===== config.mk =====
export PLATFORM = sky130hd
export DESIGN_NAME = icc_capture
export DESIGN_NICKNAME = d
export VERILOG_FILES = /design/src/core/icc_pkg.sv /design/src/core/icc_capture.sv
export SDC_FILE = /design/constraint.sdc
export NUM_CORES = 1
export LEC_CHECK = 0
export BUFFER_PORTS_ARGS = -buffer_cell sky130_fd_sc_hd__buf_4
export CAP_MARGIN = 10
export CORE_MARGIN = 2
export CORE_UTILIZATION = 25
export DETAILED_ROUTE_END_ITERATION = 10
export SLEW_MARGIN = 20
export SYNTH_ARGS = -nofsm -noshare
export SYNTH_HDL_FRONTEND = slang
export SYNTH_SLANG_ARGS = --single-unit

===== constraint.sdc =====
create_clock -name i_clk -period 4.2 [get_ports i_clk]
set_input_delay 0.63 -clock i_clk [delete_from_list [all_inputs] [get_ports i_clk]]
set_output_delay 0.63 -clock i_clk [all_outputs]
set_load 0.05 [all_outputs]

===== src/core/icc_pkg.sv =====
// package: register map, field layout and mode codes for the input capture channel
package icc_pkg;
  // register indices on the plain register port
  localparam logic [1:0] ICC_ADDR_CTRL = 2'h0;
  localparam logic [1:0] ICC_ADDR_BUF = 2'h1;
  localparam logic [1:0] ICC_ADDR_IRQ_STAT = 2'h2;
  localparam logic [1:0] ICC_ADDR_IRQ_MASK = 2'h3;
  // control field positions
  localparam int ICC_BIT_SIDL = 13;
  localparam int ICC_BIT_TMR = 7;
  localparam int ICC_BIT_CPI_LO = 5;
  localparam int ICC_BIT_OV = 4;
  localparam int ICC_BIT_BNE = 3;
  localparam logic [15:0] ICC_CTRL_WMASK = 16'h20E7;
  localparam logic [15:0] ICC_CTRL_RESET = 16'h0000;
  // mode codes
  localparam logic [2:0] ICC_MODE_OFF = 3'h0;
  localparam logic [2:0] ICC_MODE_EVERY = 3'h1;
  localparam logic [2:0] ICC_MODE_FALL = 3'h2;
  localparam logic [2:0] ICC_MODE_RISE = 3'h3;
  localparam logic [2:0] ICC_MODE_RISE4 = 3'h4;
  localparam logic [2:0] ICC_MODE_RISE16 = 3'h5;
  localparam logic [2:0] ICC_MODE_UNUSED = 3'h6;
  localparam logic [2:0] ICC_MODE_WAKE = 3'h7;
  localparam logic [3:0] ICC_PRE4_LAST = 4'h3;
  localparam logic [3:0] ICC_PRE16_LAST = 4'hF;
  // interrupt status bit positions
  localparam int ICC_IRQ_CAP = 0;
  localparam int ICC_IRQ_OV = 1;
  localparam int ICC_IRQ_WAKE = 2;

  typedef struct packed {
    logic [1:0] addr;
    logic [15:0] wdata;
    logic wr;
    logic rd;
  } icc_req_t;

  typedef struct packed {
    logic sidl;
    logic tmr_sel;
    logic [1:0] cpi;
    logic [2:0] mode;
  } icc_ctrl_t;
endpackage


===== src/core/icc_capture.sv =====
// input capture channel: edge detect, prescaler, 4-entry capture fifo, register port
//
// The implementer's own choices: the plain strobed port and the register addresses.
`timescale 1ns/1ns
// Summary of operation
// modes 011 rise, 010 fall, 001 both edges
// modes 100/101 capture every 4th/16th rise
// mode 000 turns channel off
// mode 110 behaves as disabled
// mode 111 wakes on rising edge when asleep
// latch full 16-bit selected timer count
// timer select 1 picks timer b, 0 timer c
// four-entry 16-bit capture fifo
// interrupt every 1 to 4 captures
// every-edge mode ignores captures-per-interrupt field
// read-only overflow flag
// read-only buffer not-empty flag
// stop-in-idle halts channel during idle
// pin event wakes device from sleep, idle
// software sets field 00 for transfers
// unimplemented control bits read zero
// overflow on full capture; buffer read pops oldest
// off mode flushes buffer, overflow, prescaler
module icc_capture
  import icc_pkg::*;
#(
  parameter int DEPTH = 4,
  parameter int TW = 16
) (
  input wire logic i_clk,
  input wire logic i_reset,
  input wire logic i_capture_input_pin,
  input wire logic [TW-1:0] i_timer_b_count,
  input wire logic [TW-1:0] i_timer_c_count,
  input wire logic i_cpu_idle,
  input wire logic i_cpu_sleep,
  input wire logic [1:0] i_addr,
  input wire logic [15:0] i_wdata,
  input wire logic i_wr,
  input wire logic i_rd,
  output logic [15:0] o_rdata,
  output logic o_irq,
  output logic o_wake
);
  // =====================================================
  // pin synchroniser and edge detect
  logic pin_s1_ff;
  logic pin_s2_ff;
  logic pin_prev_ff;
  icc_req_t req;
  icc_ctrl_t ctrl;
  logic [15:0] ctrl_ff;
  logic rise;
  logic fall;

  assign req = '{addr: i_addr, wdata: i_wdata, wr: i_wr, rd: i_rd};
  assign ctrl = '{sidl: ctrl_ff[ICC_BIT_SIDL], tmr_sel: ctrl_ff[ICC_BIT_TMR],
                  cpi: ctrl_ff[ICC_BIT_CPI_LO+1:ICC_BIT_CPI_LO], mode: ctrl_ff[2:0]};

  always_ff @(posedge i_clk or posedge i_reset) begin
    if (i_reset) begin
      pin_s1_ff <= 1'b0;
      pin_s2_ff <= 1'b0;
      pin_prev_ff <= 1'b0;
    end else begin
      pin_s1_ff <= i_capture_input_pin;
      pin_s2_ff <= pin_s1_ff;
      pin_prev_ff <= pin_s2_ff;
    end
  end
  assign rise = pin_s2_ff & ~pin_prev_ff;
  assign fall = ~pin_s2_ff & pin_prev_ff;

  // =====================================================
  // event qualification
  logic halted;
  logic off_mode;
  logic [3:0] pre_ff;
  logic [3:0] pre_last;
  logic cap_evt;

  function automatic logic mode_off(input logic [2:0] m);
    mode_off = (m == ICC_MODE_OFF) || (m == ICC_MODE_UNUSED) || (m == ICC_MODE_WAKE);
  endfunction

  assign halted = ctrl.sidl & i_cpu_idle;
  assign off_mode = (ctrl.mode == ICC_MODE_OFF) || (ctrl.mode == ICC_MODE_UNUSED);
  assign pre_last = (ctrl.mode == ICC_MODE_RISE16) ? ICC_PRE16_LAST : ICC_PRE4_LAST;

  always_comb begin
    cap_evt = 1'b0;
    if (!halted && !mode_off(ctrl.mode)) begin
      case (ctrl.mode)
        ICC_MODE_EVERY: cap_evt = rise | fall;
        ICC_MODE_FALL: cap_evt = fall;
        ICC_MODE_RISE: cap_evt = rise;
        ICC_MODE_RISE4,
        ICC_MODE_RISE16: cap_evt = rise && (pre_ff == pre_last);
        default: cap_evt = 1'b0;
      endcase
    end
  end

  always_ff @(posedge i_clk or posedge i_reset) begin
    if (i_reset) begin
      pre_ff <= 4'h0;
    end else if (off_mode) begin
      pre_ff <= 4'h0;
    end else if (!halted && rise &&
                 (ctrl.mode == ICC_MODE_RISE4 || ctrl.mode == ICC_MODE_RISE16)) begin
      pre_ff <= (pre_ff == pre_last) ? 4'h0 : pre_ff + 4'h1;
    end
  end

  // wake: rising edge while asleep or idle in mode 111, any capture edge otherwise
  assign o_wake = (i_cpu_sleep | i_cpu_idle) &&
                  (((ctrl.mode == ICC_MODE_WAKE) && rise) || cap_evt);

  // =====================================================
  // capture fifo
  logic [TW-1:0] fifo_ff [DEPTH];
  logic [1:0] wp_ff;
  logic [1:0] rp_ff;
  logic [2:0] cnt_ff;
  logic full;
  logic pop;
  logic push;
  logic ov_ff;
  logic [TW-1:0] cap_val;

  assign full = (cnt_ff == 3'(DEPTH));
  assign pop = req.rd && (req.addr == ICC_ADDR_BUF) && (cnt_ff != 3'h0);
  assign push = cap_evt && !full;
  assign cap_val = ctrl.tmr_sel ? i_timer_b_count : i_timer_c_count;

  always_ff @(posedge i_clk or posedge i_reset) begin
    if (i_reset) begin
      for (int i = 0; i < DEPTH; i++) begin
        fifo_ff[i] <= '0;
      end
    end else if (push) begin
      fifo_ff[wp_ff] <= cap_val;
    end
  end

  always_ff @(posedge i_clk or posedge i_reset) begin
    if (i_reset) begin
      wp_ff <= 2'h0;
      rp_ff <= 2'h0;
      cnt_ff <= 3'h0;
    end else if (off_mode) begin
      wp_ff <= 2'h0;
      rp_ff <= 2'h0;
      cnt_ff <= 3'h0;
    end else begin
      if (push) begin
        wp_ff <= wp_ff + 2'h1;
      end
      if (pop) begin
        rp_ff <= rp_ff + 2'h1;
      end
      cnt_ff <= cnt_ff + {2'h0, push} - {2'h0, pop};
    end
  end

  // overflow sticks until the channel is switched off
  always_ff @(posedge i_clk or posedge i_reset) begin
    if (i_reset) begin
      ov_ff <= 1'b0;
    end else if (off_mode) begin
      ov_ff <= 1'b0;
    end else if (cap_evt && full) begin
      ov_ff <= 1'b1;
    end
  end

  // =====================================================
  // captures-per-interrupt counter
  logic [1:0] ncap_ff;
  logic cap_irq_evt;

  always_ff @(posedge i_clk or posedge i_reset) begin
    if (i_reset) begin
      ncap_ff <= 2'h0;
    end else if (off_mode) begin
      ncap_ff <= 2'h0;
    end else if (push) begin
      ncap_ff <= (ncap_ff >= ctrl.cpi) ? 2'h0 : ncap_ff + 2'h1;
    end
  end
  // every-edge mode interrupts on each capture regardless of the field
  // >= keeps a lowered field from skipping a whole wrap of the counter
  assign cap_irq_evt = push && ((ctrl.mode == ICC_MODE_EVERY) || (ncap_ff >= ctrl.cpi));

  // =====================================================
  // control register
  always_ff @(posedge i_clk or posedge i_reset) begin
    if (i_reset) begin
      ctrl_ff <= ICC_CTRL_RESET;
    end else if (req.wr && req.addr == ICC_ADDR_CTRL) begin
      ctrl_ff <= req.wdata & ICC_CTRL_WMASK;
    end
  end

  // =====================================================
  // interrupt status and mask; a status read clears, but a new event wins
  logic [2:0] ist_ff;
  logic [2:0] imask_ff;
  logic [2:0] ev;
  logic st_rd;

  assign ev = {o_wake, cap_evt & full, cap_irq_evt};
  assign st_rd = req.rd && (req.addr == ICC_ADDR_IRQ_STAT);

  always_ff @(posedge i_clk or posedge i_reset) begin
    if (i_reset) begin
      ist_ff <= 3'h0;
    end else begin
      ist_ff <= (st_rd ? 3'h0 : ist_ff) | ev;
    end
  end

  always_ff @(posedge i_clk or posedge i_reset) begin
    if (i_reset) begin
      imask_ff <= 3'h0;
    end else if (req.wr && req.addr == ICC_ADDR_IRQ_MASK) begin
      imask_ff <= req.wdata[2:0];
    end
  end

  assign o_irq = |(ist_ff & imask_ff);

  // =====================================================
  // read data, one cycle after the strobe
  logic [15:0] nxt_rdata;

  always_comb begin
    nxt_rdata = 16'h0000;
    case (req.addr)
      ICC_ADDR_CTRL: begin
        nxt_rdata = ctrl_ff;
        nxt_rdata[ICC_BIT_OV] = ov_ff;
        nxt_rdata[ICC_BIT_BNE] = (cnt_ff != 3'h0);
      end
      ICC_ADDR_BUF: nxt_rdata = (cnt_ff != 3'h0) ? fifo_ff[rp_ff] : 16'h0000;
      ICC_ADDR_IRQ_STAT: nxt_rdata = {13'h0000, ist_ff};
      ICC_ADDR_IRQ_MASK: nxt_rdata = {13'h0000, imask_ff};
      default: nxt_rdata = 16'h0000;
    endcase
  end

  always_ff @(posedge i_clk or posedge i_reset) begin
    if (i_reset) begin
      o_rdata <= 16'h0000;
    end else if (req.rd) begin
      o_rdata <= nxt_rdata;
    end else begin
      o_rdata <= 16'h0000;
    end
  end

  // =====================================================
  // assertions
  property p_off_no_push;
    @(posedge i_clk) disable iff (i_reset) off_mode |-> !push;
  endproperty
  a_off_no_push: assert property (p_off_no_push) else $error("capture while off");

  property p_ov_set;
    @(posedge i_clk) disable iff (i_reset) (cap_evt && full && !off_mode) |=> ov_ff;
  endproperty
  a_ov_set: assert property (p_ov_set) else $error("overflow not set");

  property p_off_flush;
    @(posedge i_clk) disable iff (i_reset) off_mode |=> (cnt_ff == 3'h0) && !ov_ff;
  endproperty
  a_off_flush: assert property (p_off_flush) else $error("off did not flush");

  property p_fall_mode;
    @(posedge i_clk) disable iff (i_reset)
      (ctrl.mode == ICC_MODE_FALL && !halted && fall) |-> cap_evt;
  endproperty
  a_fall_mode: assert property (p_fall_mode) else $error("falling edge missed");

  property p_rise_no_fall;
    @(posedge i_clk) disable iff (i_reset)
      (ctrl.mode == ICC_MODE_RISE && fall) |-> !cap_evt;
  endproperty
  a_rise_no_fall: assert property (p_rise_no_fall) else $error("fall captured");

  property p_idle_halt;
    @(posedge i_clk) disable iff (i_reset) halted |-> !cap_evt;
  endproperty
  a_idle_halt: assert property (p_idle_halt) else $error("capture in idle halt");

  property p_push_val;
    @(posedge i_clk) disable iff (i_reset)
      (push && !off_mode) |=> fifo_ff[$past(wp_ff)] == $past(cap_val);
  endproperty
  a_push_val: assert property (p_push_val) else $error("wrong value stored");

  property p_bne;
    @(posedge i_clk) disable iff (i_reset)
      (req.rd && req.addr == ICC_ADDR_CTRL) |=> o_rdata[ICC_BIT_BNE] == ($past(cnt_ff) != 3'h0);
  endproperty
  a_bne: assert property (p_bne) else $error("buffer flag wrong");

  property p_cnt_max;
    @(posedge i_clk) disable iff (i_reset) cnt_ff <= 3'(DEPTH);
  endproperty
  a_cnt_max: assert property (p_cnt_max) else $error("fifo count above depth");

  property p_unimpl;
    @(posedge i_clk) disable iff (i_reset)
      (req.rd && req.addr == ICC_ADDR_CTRL) |=> o_rdata[15:14] == 2'h0 && o_rdata[12:8] == 5'h00;
  endproperty
  a_unimpl: assert property (p_unimpl) else $error("unimplemented bits set");

  property p_irq_single;
    @(posedge i_clk) disable iff (i_reset)
      (push && ctrl.cpi == 2'h0) |-> cap_irq_evt;
  endproperty
  a_irq_single: assert property (p_irq_single) else $error("missed capture irq");

  property p_every_edge;
    @(posedge i_clk) disable iff (i_reset)
      (ctrl.mode == ICC_MODE_EVERY && !halted && (rise || fall)) |-> cap_evt;
  endproperty
  a_every_edge: assert property (p_every_edge) else $error("edge missed");

  property p_pre4_fire;
    @(posedge i_clk) disable iff (i_reset)
      (ctrl.mode == ICC_MODE_RISE4 && !halted && rise && pre_ff == ICC_PRE4_LAST) |-> cap_evt;
  endproperty
  a_pre4_fire: assert property (p_pre4_fire) else $error("fourth rise missed");

  property p_unused_mode;
    @(posedge i_clk) disable iff (i_reset)
      (ctrl.mode == ICC_MODE_UNUSED) |-> !cap_evt && !o_wake;
  endproperty
  a_unused_mode: assert property (p_unused_mode) else $error("unused mode active");

  property p_wake_no_capture;
    @(posedge i_clk) disable iff (i_reset) (ctrl.mode == ICC_MODE_WAKE) |-> !push;
  endproperty
  a_wake_no_capture: assert property (p_wake_no_capture) else $error("capture in wake mode");

  property p_wake_rise;
    @(posedge i_clk) disable iff (i_reset)
      (ctrl.mode == ICC_MODE_WAKE && rise && (i_cpu_sleep || i_cpu_idle)) |-> o_wake;
  endproperty
  a_wake_rise: assert property (p_wake_rise) else $error("wake rise missed");

  property p_timer_sel;
    @(posedge i_clk) disable iff (i_reset)
      push |=> fifo_ff[$past(wp_ff)] ==
        ($past(ctrl.tmr_sel) ? $past(i_timer_b_count) : $past(i_timer_c_count));
  endproperty
  a_timer_sel: assert property (p_timer_sel) else $error("wrong timer captured");

  property p_every_irq;
    @(posedge i_clk) disable iff (i_reset)
      (push && ctrl.mode == ICC_MODE_EVERY) |-> cap_irq_evt;
  endproperty
  a_every_irq: assert property (p_every_irq) else $error("every-edge irq missed");

  property p_ov_sticky;
    @(posedge i_clk) disable iff (i_reset) (ov_ff && !off_mode) |=> ov_ff;
  endproperty
  a_ov_sticky: assert property (p_ov_sticky) else $error("overflow flag lost");

  property p_wake_capture;
    @(posedge i_clk) disable iff (i_reset)
      ((i_cpu_sleep || i_cpu_idle) && cap_evt) |-> o_wake;
  endproperty
  a_wake_capture: assert property (p_wake_capture) else $error("capture did not wake");

  property p_stat_set_wins;
    @(posedge i_clk) disable iff (i_reset) (st_rd && cap_irq_evt) |=> ist_ff[ICC_IRQ_CAP];
  endproperty
  a_stat_set_wins: assert property (p_stat_set_wins) else $error("status event lost");

  c_overflow: cover property (@(posedge i_clk) disable iff (i_reset) cap_evt && full);
  c_pre16: cover property (@(posedge i_clk) disable iff (i_reset)
    ctrl.mode == ICC_MODE_RISE16 && cap_evt);
  c_wake: cover property (@(posedge i_clk) disable iff (i_reset) o_wake);
  c_irq4: cover property (@(posedge i_clk) disable iff (i_reset) cap_irq_evt && ctrl.cpi == 2'h3);
endmodule


== After elaboration in Yosys (flattened, before gate mapping) ==
Cells that the tools add are included.

* Register bits after elaboration: 110
* Memory bits (read-only): 0
* Word-level logic and storage cells: 110
* Bits in latches: 0
* Bits in writable memories: 0
* Bits of input ports: 57
* Memories kept: 0
* Output and inout port bits: 18

* Div/mod/pow operators: 0
* Reduce and logical (&&, ||, !) cells: 32
* $lt $le $gt $ge: 4
* Bitwise gates (word level): 12
* Shift operators: 0
* Add/subtract/negate cells: 6
* Multiply operators: 0
* Mux-type cells: 27
* Eq/ne operators: 12

{| class="wikitable"
|+ Operators by type and width
! kind !! count
|-
| two-way mux 16 bit || 6
|-
| bitwise mux 64 bit || 1
|-
| one-hot mux 16 bit (4 select lines) || 1
|-
| binary-select mux 16 bit (select 2 bit) || 1
|-
| demux 16 bit (select 2 bit) || 1
|-
| two-way mux 4 bit || 4
|-
| equality test 3 bit (second input constant) || 5
|-
| logical AND 1 bit || 15
|-
| two-way mux 2 bit || 7
|-
| nonzero test 2 bit || 4
|-
| adder 2 x 1 -> 2 bit (second input constant) || 3
|-
| equality test 3 x 2 -> 1 bit (second input constant) || 2
|-
| greater-or-equal comparator 3 bit (second input constant) || 2
|-
| two-way mux 3 bit || 2
|-
| NOT 2 -> 3 bit || 2
|-
| logical OR 1 bit || 5
|-
| adder 4 x 1 -> 4 bit (second input constant) || 1
|-
| bitwise AND 1 bit || 4
|-
| equality test 2 bit (second input constant) || 2
|-
| equality test 4 bit || 1
|-
| one-hot mux 1 bit (4 select lines) || 1
|-
| adder 3 x 1 -> 3 bit || 1
|-
| bitwise AND 3 bit || 1
|-
| equality test 3 x 1 -> 1 bit (second input constant) || 1
|-
| 14 further kinds || 20
|}

== Logic depth before layout (Yosys ltp) ==
* Depth after elaboration: 10
* Depth in mapped cells: 15
* Depth with buffers taken out: 14

== Worst setup path after synthesis ==
No wires, ideal clock.

* Path type: input to register
* From: in i_cpu_idle
* To: reg cnt_ff[2]
* Library setup time: 0.136 ns
* Setup slack: 1.008 ns
* Stages on the path: 13
* Buffers on the path: 1
* Data arrival time: 3.056 ns
* Required time: 4.064 ns
* Path through: and2_4 or4_4 o32ai_2 buf_6 inv_1 ha_1 inv_1 ha_1 inv_1 fa_1 xor2_1 xnor2_1 nor2_1

* Longest elaborated chain between the ends: 8

{| class="wikitable"
|+ Ends and longest elaborated chain
! item !! line !! RTL
|-
| from (decl) || icc_capture.sv:35 || <nowiki>input wire logic i_cpu_idle,</nowiki>
|-
| bitwise AND 1 bit || icc_capture.sv:86 || <nowiki>assign halted = ctrl.sidl & i_cpu_idle;</nowiki>
|-
| zero test 1 bit || icc_capture.sv:92 || <nowiki>if (!halted && !mode_off(ctrl.mode)) begin</nowiki>
|-
| logical AND 1 bit || icc_capture.sv:92 ||
|-
| two-way mux 1 bit || icc_capture.sv:92 ||
|-
| logical AND 1 bit || icc_capture.sv:133 || <nowiki>assign push = cap_evt && !full;</nowiki>
|-
| adder 3 x 1 -> 3 bit || icc_capture.sv:162 || <nowiki>cnt_ff <= cnt_ff + {2'h0, push} - {2'h0, pop};</nowiki>
|-
| subtractor 3 x 1 -> 3 bit || icc_capture.sv:162 ||
|-
| two-way mux 3 bit || icc_capture.sv:151 || <nowiki>end else if (off_mode) begin</nowiki>
|-
| to (signal assigned) || icc_capture.sv:162 ||
|-
| to (decl) || icc_capture.sv:124 || <nowiki>logic [2:0] cnt_ff;</nowiki>
|}

No other way between the ends.
A chain may end at the register's enable or synchronous reset.

== Final worst setup path ==
* From: reg ctrl_ff[2]
* To: out o_wake

* Longest elaborated chain between the ends: 8
* Elaborated cells on any way between the ends: 21
* Those cells by class: 8 x eq/ne; 3 x mux; 10 x reduce/logical

{| class="wikitable"
|+ Ends and longest elaborated chain
! item !! line !! RTL
|-
| from (decl) || icc_capture.sv:52 || <nowiki>logic [15:0] ctrl_ff;</nowiki>
|-
| from (signal assigned) || icc_capture.sv:201 || <nowiki>ctrl_ff <= req.wdata & ICC_CTRL_WMASK;</nowiki>
|-
| equality test 3 bit, or another cell as far along || icc_capture.sv:88, icc_capture.sv:93 ||
|-
| two-way mux 4 bit / logical OR 1 bit (equally long branches) || icc_capture.sv:88, icc_capture.sv:83 ||
|-
| equality test 4 bit / logical OR 1 bit (equally long branches) || icc_capture.sv:98, icc_capture.sv:83 ||
|-
| logical AND 1 bit / zero test 1 bit (equally long branches) || icc_capture.sv:98, icc_capture.sv:92 ||
|-
| one-hot mux 1 bit (4 select lines) / logical AND 1 bit (equally long branches) || icc_capture.sv:93, icc_capture.sv:92 ||
|-
| two-way mux 1 bit || icc_capture.sv:92 ||
|-
| logical OR 1 bit (*) || icc_capture.sv:117 || <nowiki>(((ctrl.mode == ICC_MODE_WAKE) && rise) || cap_evt);</nowiki>
|-
| logical AND 1 bit (*) || icc_capture.sv:116 || <nowiki>assign o_wake = (i_cpu_sleep | i_cpu_idle) &&</nowiki>
|-
| to (decl) || icc_capture.sv:43 || <nowiki>output logic o_wake</nowiki>
|}

Every way passes the cells marked *; elsewhere a longest branch is shown, timed or not.

==> reports/results.tsv <==
metric	value	unit
status	complete, no violations	
fin crit period	2.901	ns
largest net degree at the start of global routing	48	
Hold EP	pin_s2_ff$_DFF_PP0_	
CTS clk-pin slew, worst paths	0.07	ns
CTS tree	yes	
gpl congestion	0.7263	
syn_area_per_cell	14.38	um^2
worst-case clock buffer depth	2	
crit-path max FO	11	
dpl hpwl	8046	um
drt first-iter violations	196	
PortBufs	65	
Clock Latency Late Sink	0.35	ns
antenna violations before repair	0	
filler instances	2011	
core area	20360	um^2
Relative slew margins	0.3277	
vias	3159	
area delta synth->final	21.25	%
Hold Buf Count CTS	0	
io pins	75	
share of layout cells above drive strength 1	0.4711	
hold_sp	pin_s1_ff$_DFF_PP0_	
most common cell after layout, fill and taps aside	dfrtp_1	
CP Launch Point	ctrl_ff[2]$_DFFE_PP0P_	
Clock Skew	0.009209	ns
Final Setup Violations	0	
EDFF count, synth	0	
Setup CP Type	flop to output port	
Async SR Flop Fraction	1.000	
die width	148.3	um
Hold WC Path Type	flop to flop	
ANT nets after route	0	
Cell Pwr Density	575.6	nW/um^2
CP endpoint kind	output port	
antenna fix cells	0	
final net count	497	
WL per Instance	16.32	um
data arrival time of the worst path	2.27	ns
Tcrit/Tclk final	0.6908	
CTS sink cnt	110	
Total Neg Setup Slack	0	ns
site row count	52	
max-slew violations	0	
Max Cap Violations	0	
chip height	148.3	um
Final Hold Fails	0	
vias per inst	4.494	
vias in the first global route	3474	
Die ar.	21990	um^2
Mapped Cells	362	
Yosys warning total	0	
Fmax	0.3447	GHz
Total Wirelength	11470	um
H-tree depth	3	
CTS Root Cell	clkbuf_16	
reg-to-reg slack, setup	1.31	ns
cells on worst reg2reg path	12	
post-cts resize count	0	
worst reg2reg path startpoint	ctrl_ff[2]$_DFFE_PP0P_	
Mapped Nets	431	
Residual DRC	0	
global route overflow	0	
Critical Path RT	3.57	ns
Yosys reg bits	110	
Max VDD drop	0.2226	mV
DR pass1 iterations	6	
first-pass GRT wire length	18730	um
most area-consuming cells after synthesis	dfrtp_1 53%, mux2_2 15%, mux4_2 6.9%, mux2_4 5.8%, ha_1 2.6%	
Worst Max-Slew Pin Slew	1.001	ns
element type at the critical path start	flop	
Seq/Total Area, Yosys	0.5288	
most frequent cells in the layout	110 x dfrtp_1, 71 x buf_4, 69 x mux2_2	
WHS Path Cells	0	
number of CTS-inserted buffers	9	
Yosys top cell area share	0.5288	
setup bufs post-CTS	0	
Initial Util	0.2556	
final core utilization	0.3099	
RSZ-0062 raised after global routing	no	
R2R Path End	cnt_ff[2]$_DFF_PP0_	
top_reg_cell synth	dfrtp_1	
count of cell types in the netlist	48	
post-synth top area cell	dfrtp_1	
cell area after synthesis	5205	um^2
Tot GR Track Use	0.1100	
Lkg Pwr	2.954	nW
==> worst max-delay path by stage <==
stage	cells past startpoint	to	slack, ns
floorplan	1	cnt_ff[0]$_DFF_PP0_	0.67
global placement	13	cnt_ff[2]$_DFF_PP0_	1.05
detailed placement	13	cnt_ff[2]$_DFF_PP0_	1.04
CTS	8	o_wake	1.28
global route	14	cnt_ff[2]$_DFF_PP0_	1.13
finish	6	o_wake	1.30
==> routing by layer <==
layer | track usage | up-vias | wire length (um)
met1 | 0.1353 | 1627 | 4916
met3 | 0.01963 | 17 | 327
met5 | 0 | - | 0
met2 | 0.1898 | 75 | 5948
li1 | - | 1440 | -
met4 | 0.04714 | 0 | 278
==> cells by family after synthesis <==
kind of cell / Yosys count / share of synthesized area
mux: 109 / 0.2839
fa+ha+maj: 12 / 0.03029
compound gates: 36 / 0.05145
buf+inv: 31 / 0.03077
flops: 110 / 0.5288
simple gates: 58 / 0.06466
xor+xnor: 6 / 0.01010
==> report_power, final <==
part | switching [W] | total, W | internal, W
Clock | 0.000396 | 0.000927 | 0.000531
Combinational | 0.000489 | 0.00111 | 0.000626
Sequential | 0.000233 | 0.00159 | 0.00136
Total | 0.00112 | 0.00363 | 0.00252
==> synthesized netlist by cell type, types with 2 or more instances <==
cell type / instances
nor3b_1: 2
a211oi_1: 3
ha_1: 11
inv_1: 14
clkbuf_1: 9
buf_2: 3
xnor2_1: 2
a22o_1: 8
mux4_2: 16
nor2_1: 16
nand3_1: 4
nand2b_1: 4
and2_1: 8
mux2_4: 20
o21ai_0: 8
nand2_8: 2
xor2_1: 4
nor3_1: 3
a221oi_1: 3
nand2_1: 8
dfrtp_1: 110
a21oi_1: 4
nand2_2: 2
or2_2: 2
mux2i_1: 4
mux2_2: 69
buf_12: 2
==> critical path, cell delays in order (launching register included) <==
cell and delay (ns):
dfrtp_1 0.58, nand2_1 0.13, or4_4 0.46, o32ai_1 0.24
a41oi_1 0.11, nor2_1 0.18, buf_4 0.23
==> registers in the layout, indices dropped and copies added (netlist names), 2 cells and up <==
register / flops
rp_ff: 2
pre_ff: 4
ist_ff: 3
wp_ff: 2
cnt_ff: 3
ctrl_ff: 7
fifo_ff: 64
imask_ff: 3
o_rdata: 16
ncap_ff: 2
==> cell type report <==
class | instances | area [um^2] | share of cell area
clock inverters | 7 | 105.1 | 0.01665
inverters | 15 | 58.81 | 0.009318
well taps | 270 | 337.8 | 0.05353
clock buffers | 9 | 225.2 | 0.03569
repair buffers | 71 | 533.0 | 0.08446
multi-input cells | 221 | 2298 | 0.3642
flip-flops and latches | 110 | 2753 | 0.4362
==> through the flow <==
step                      power, W  instance area [um^2]  instances  hold slack (ns)  setup WS (ns)
after detailed placement  0.002741                  5981        687           0.3491          1.042
after CTS                 0.003683                  6311        703           0.3662          1.279
after global placement    0.002671                  5981        687           0.3470          1.051
final                     0.003633                  6311        703           0.3584          1.299
after global routing      0.003847                  6311        703           0.3677          1.126
after floorplan           0.002425                  5205        362           0.3312         0.6677
No activity file was read; power rests on OpenSTA's default activity.
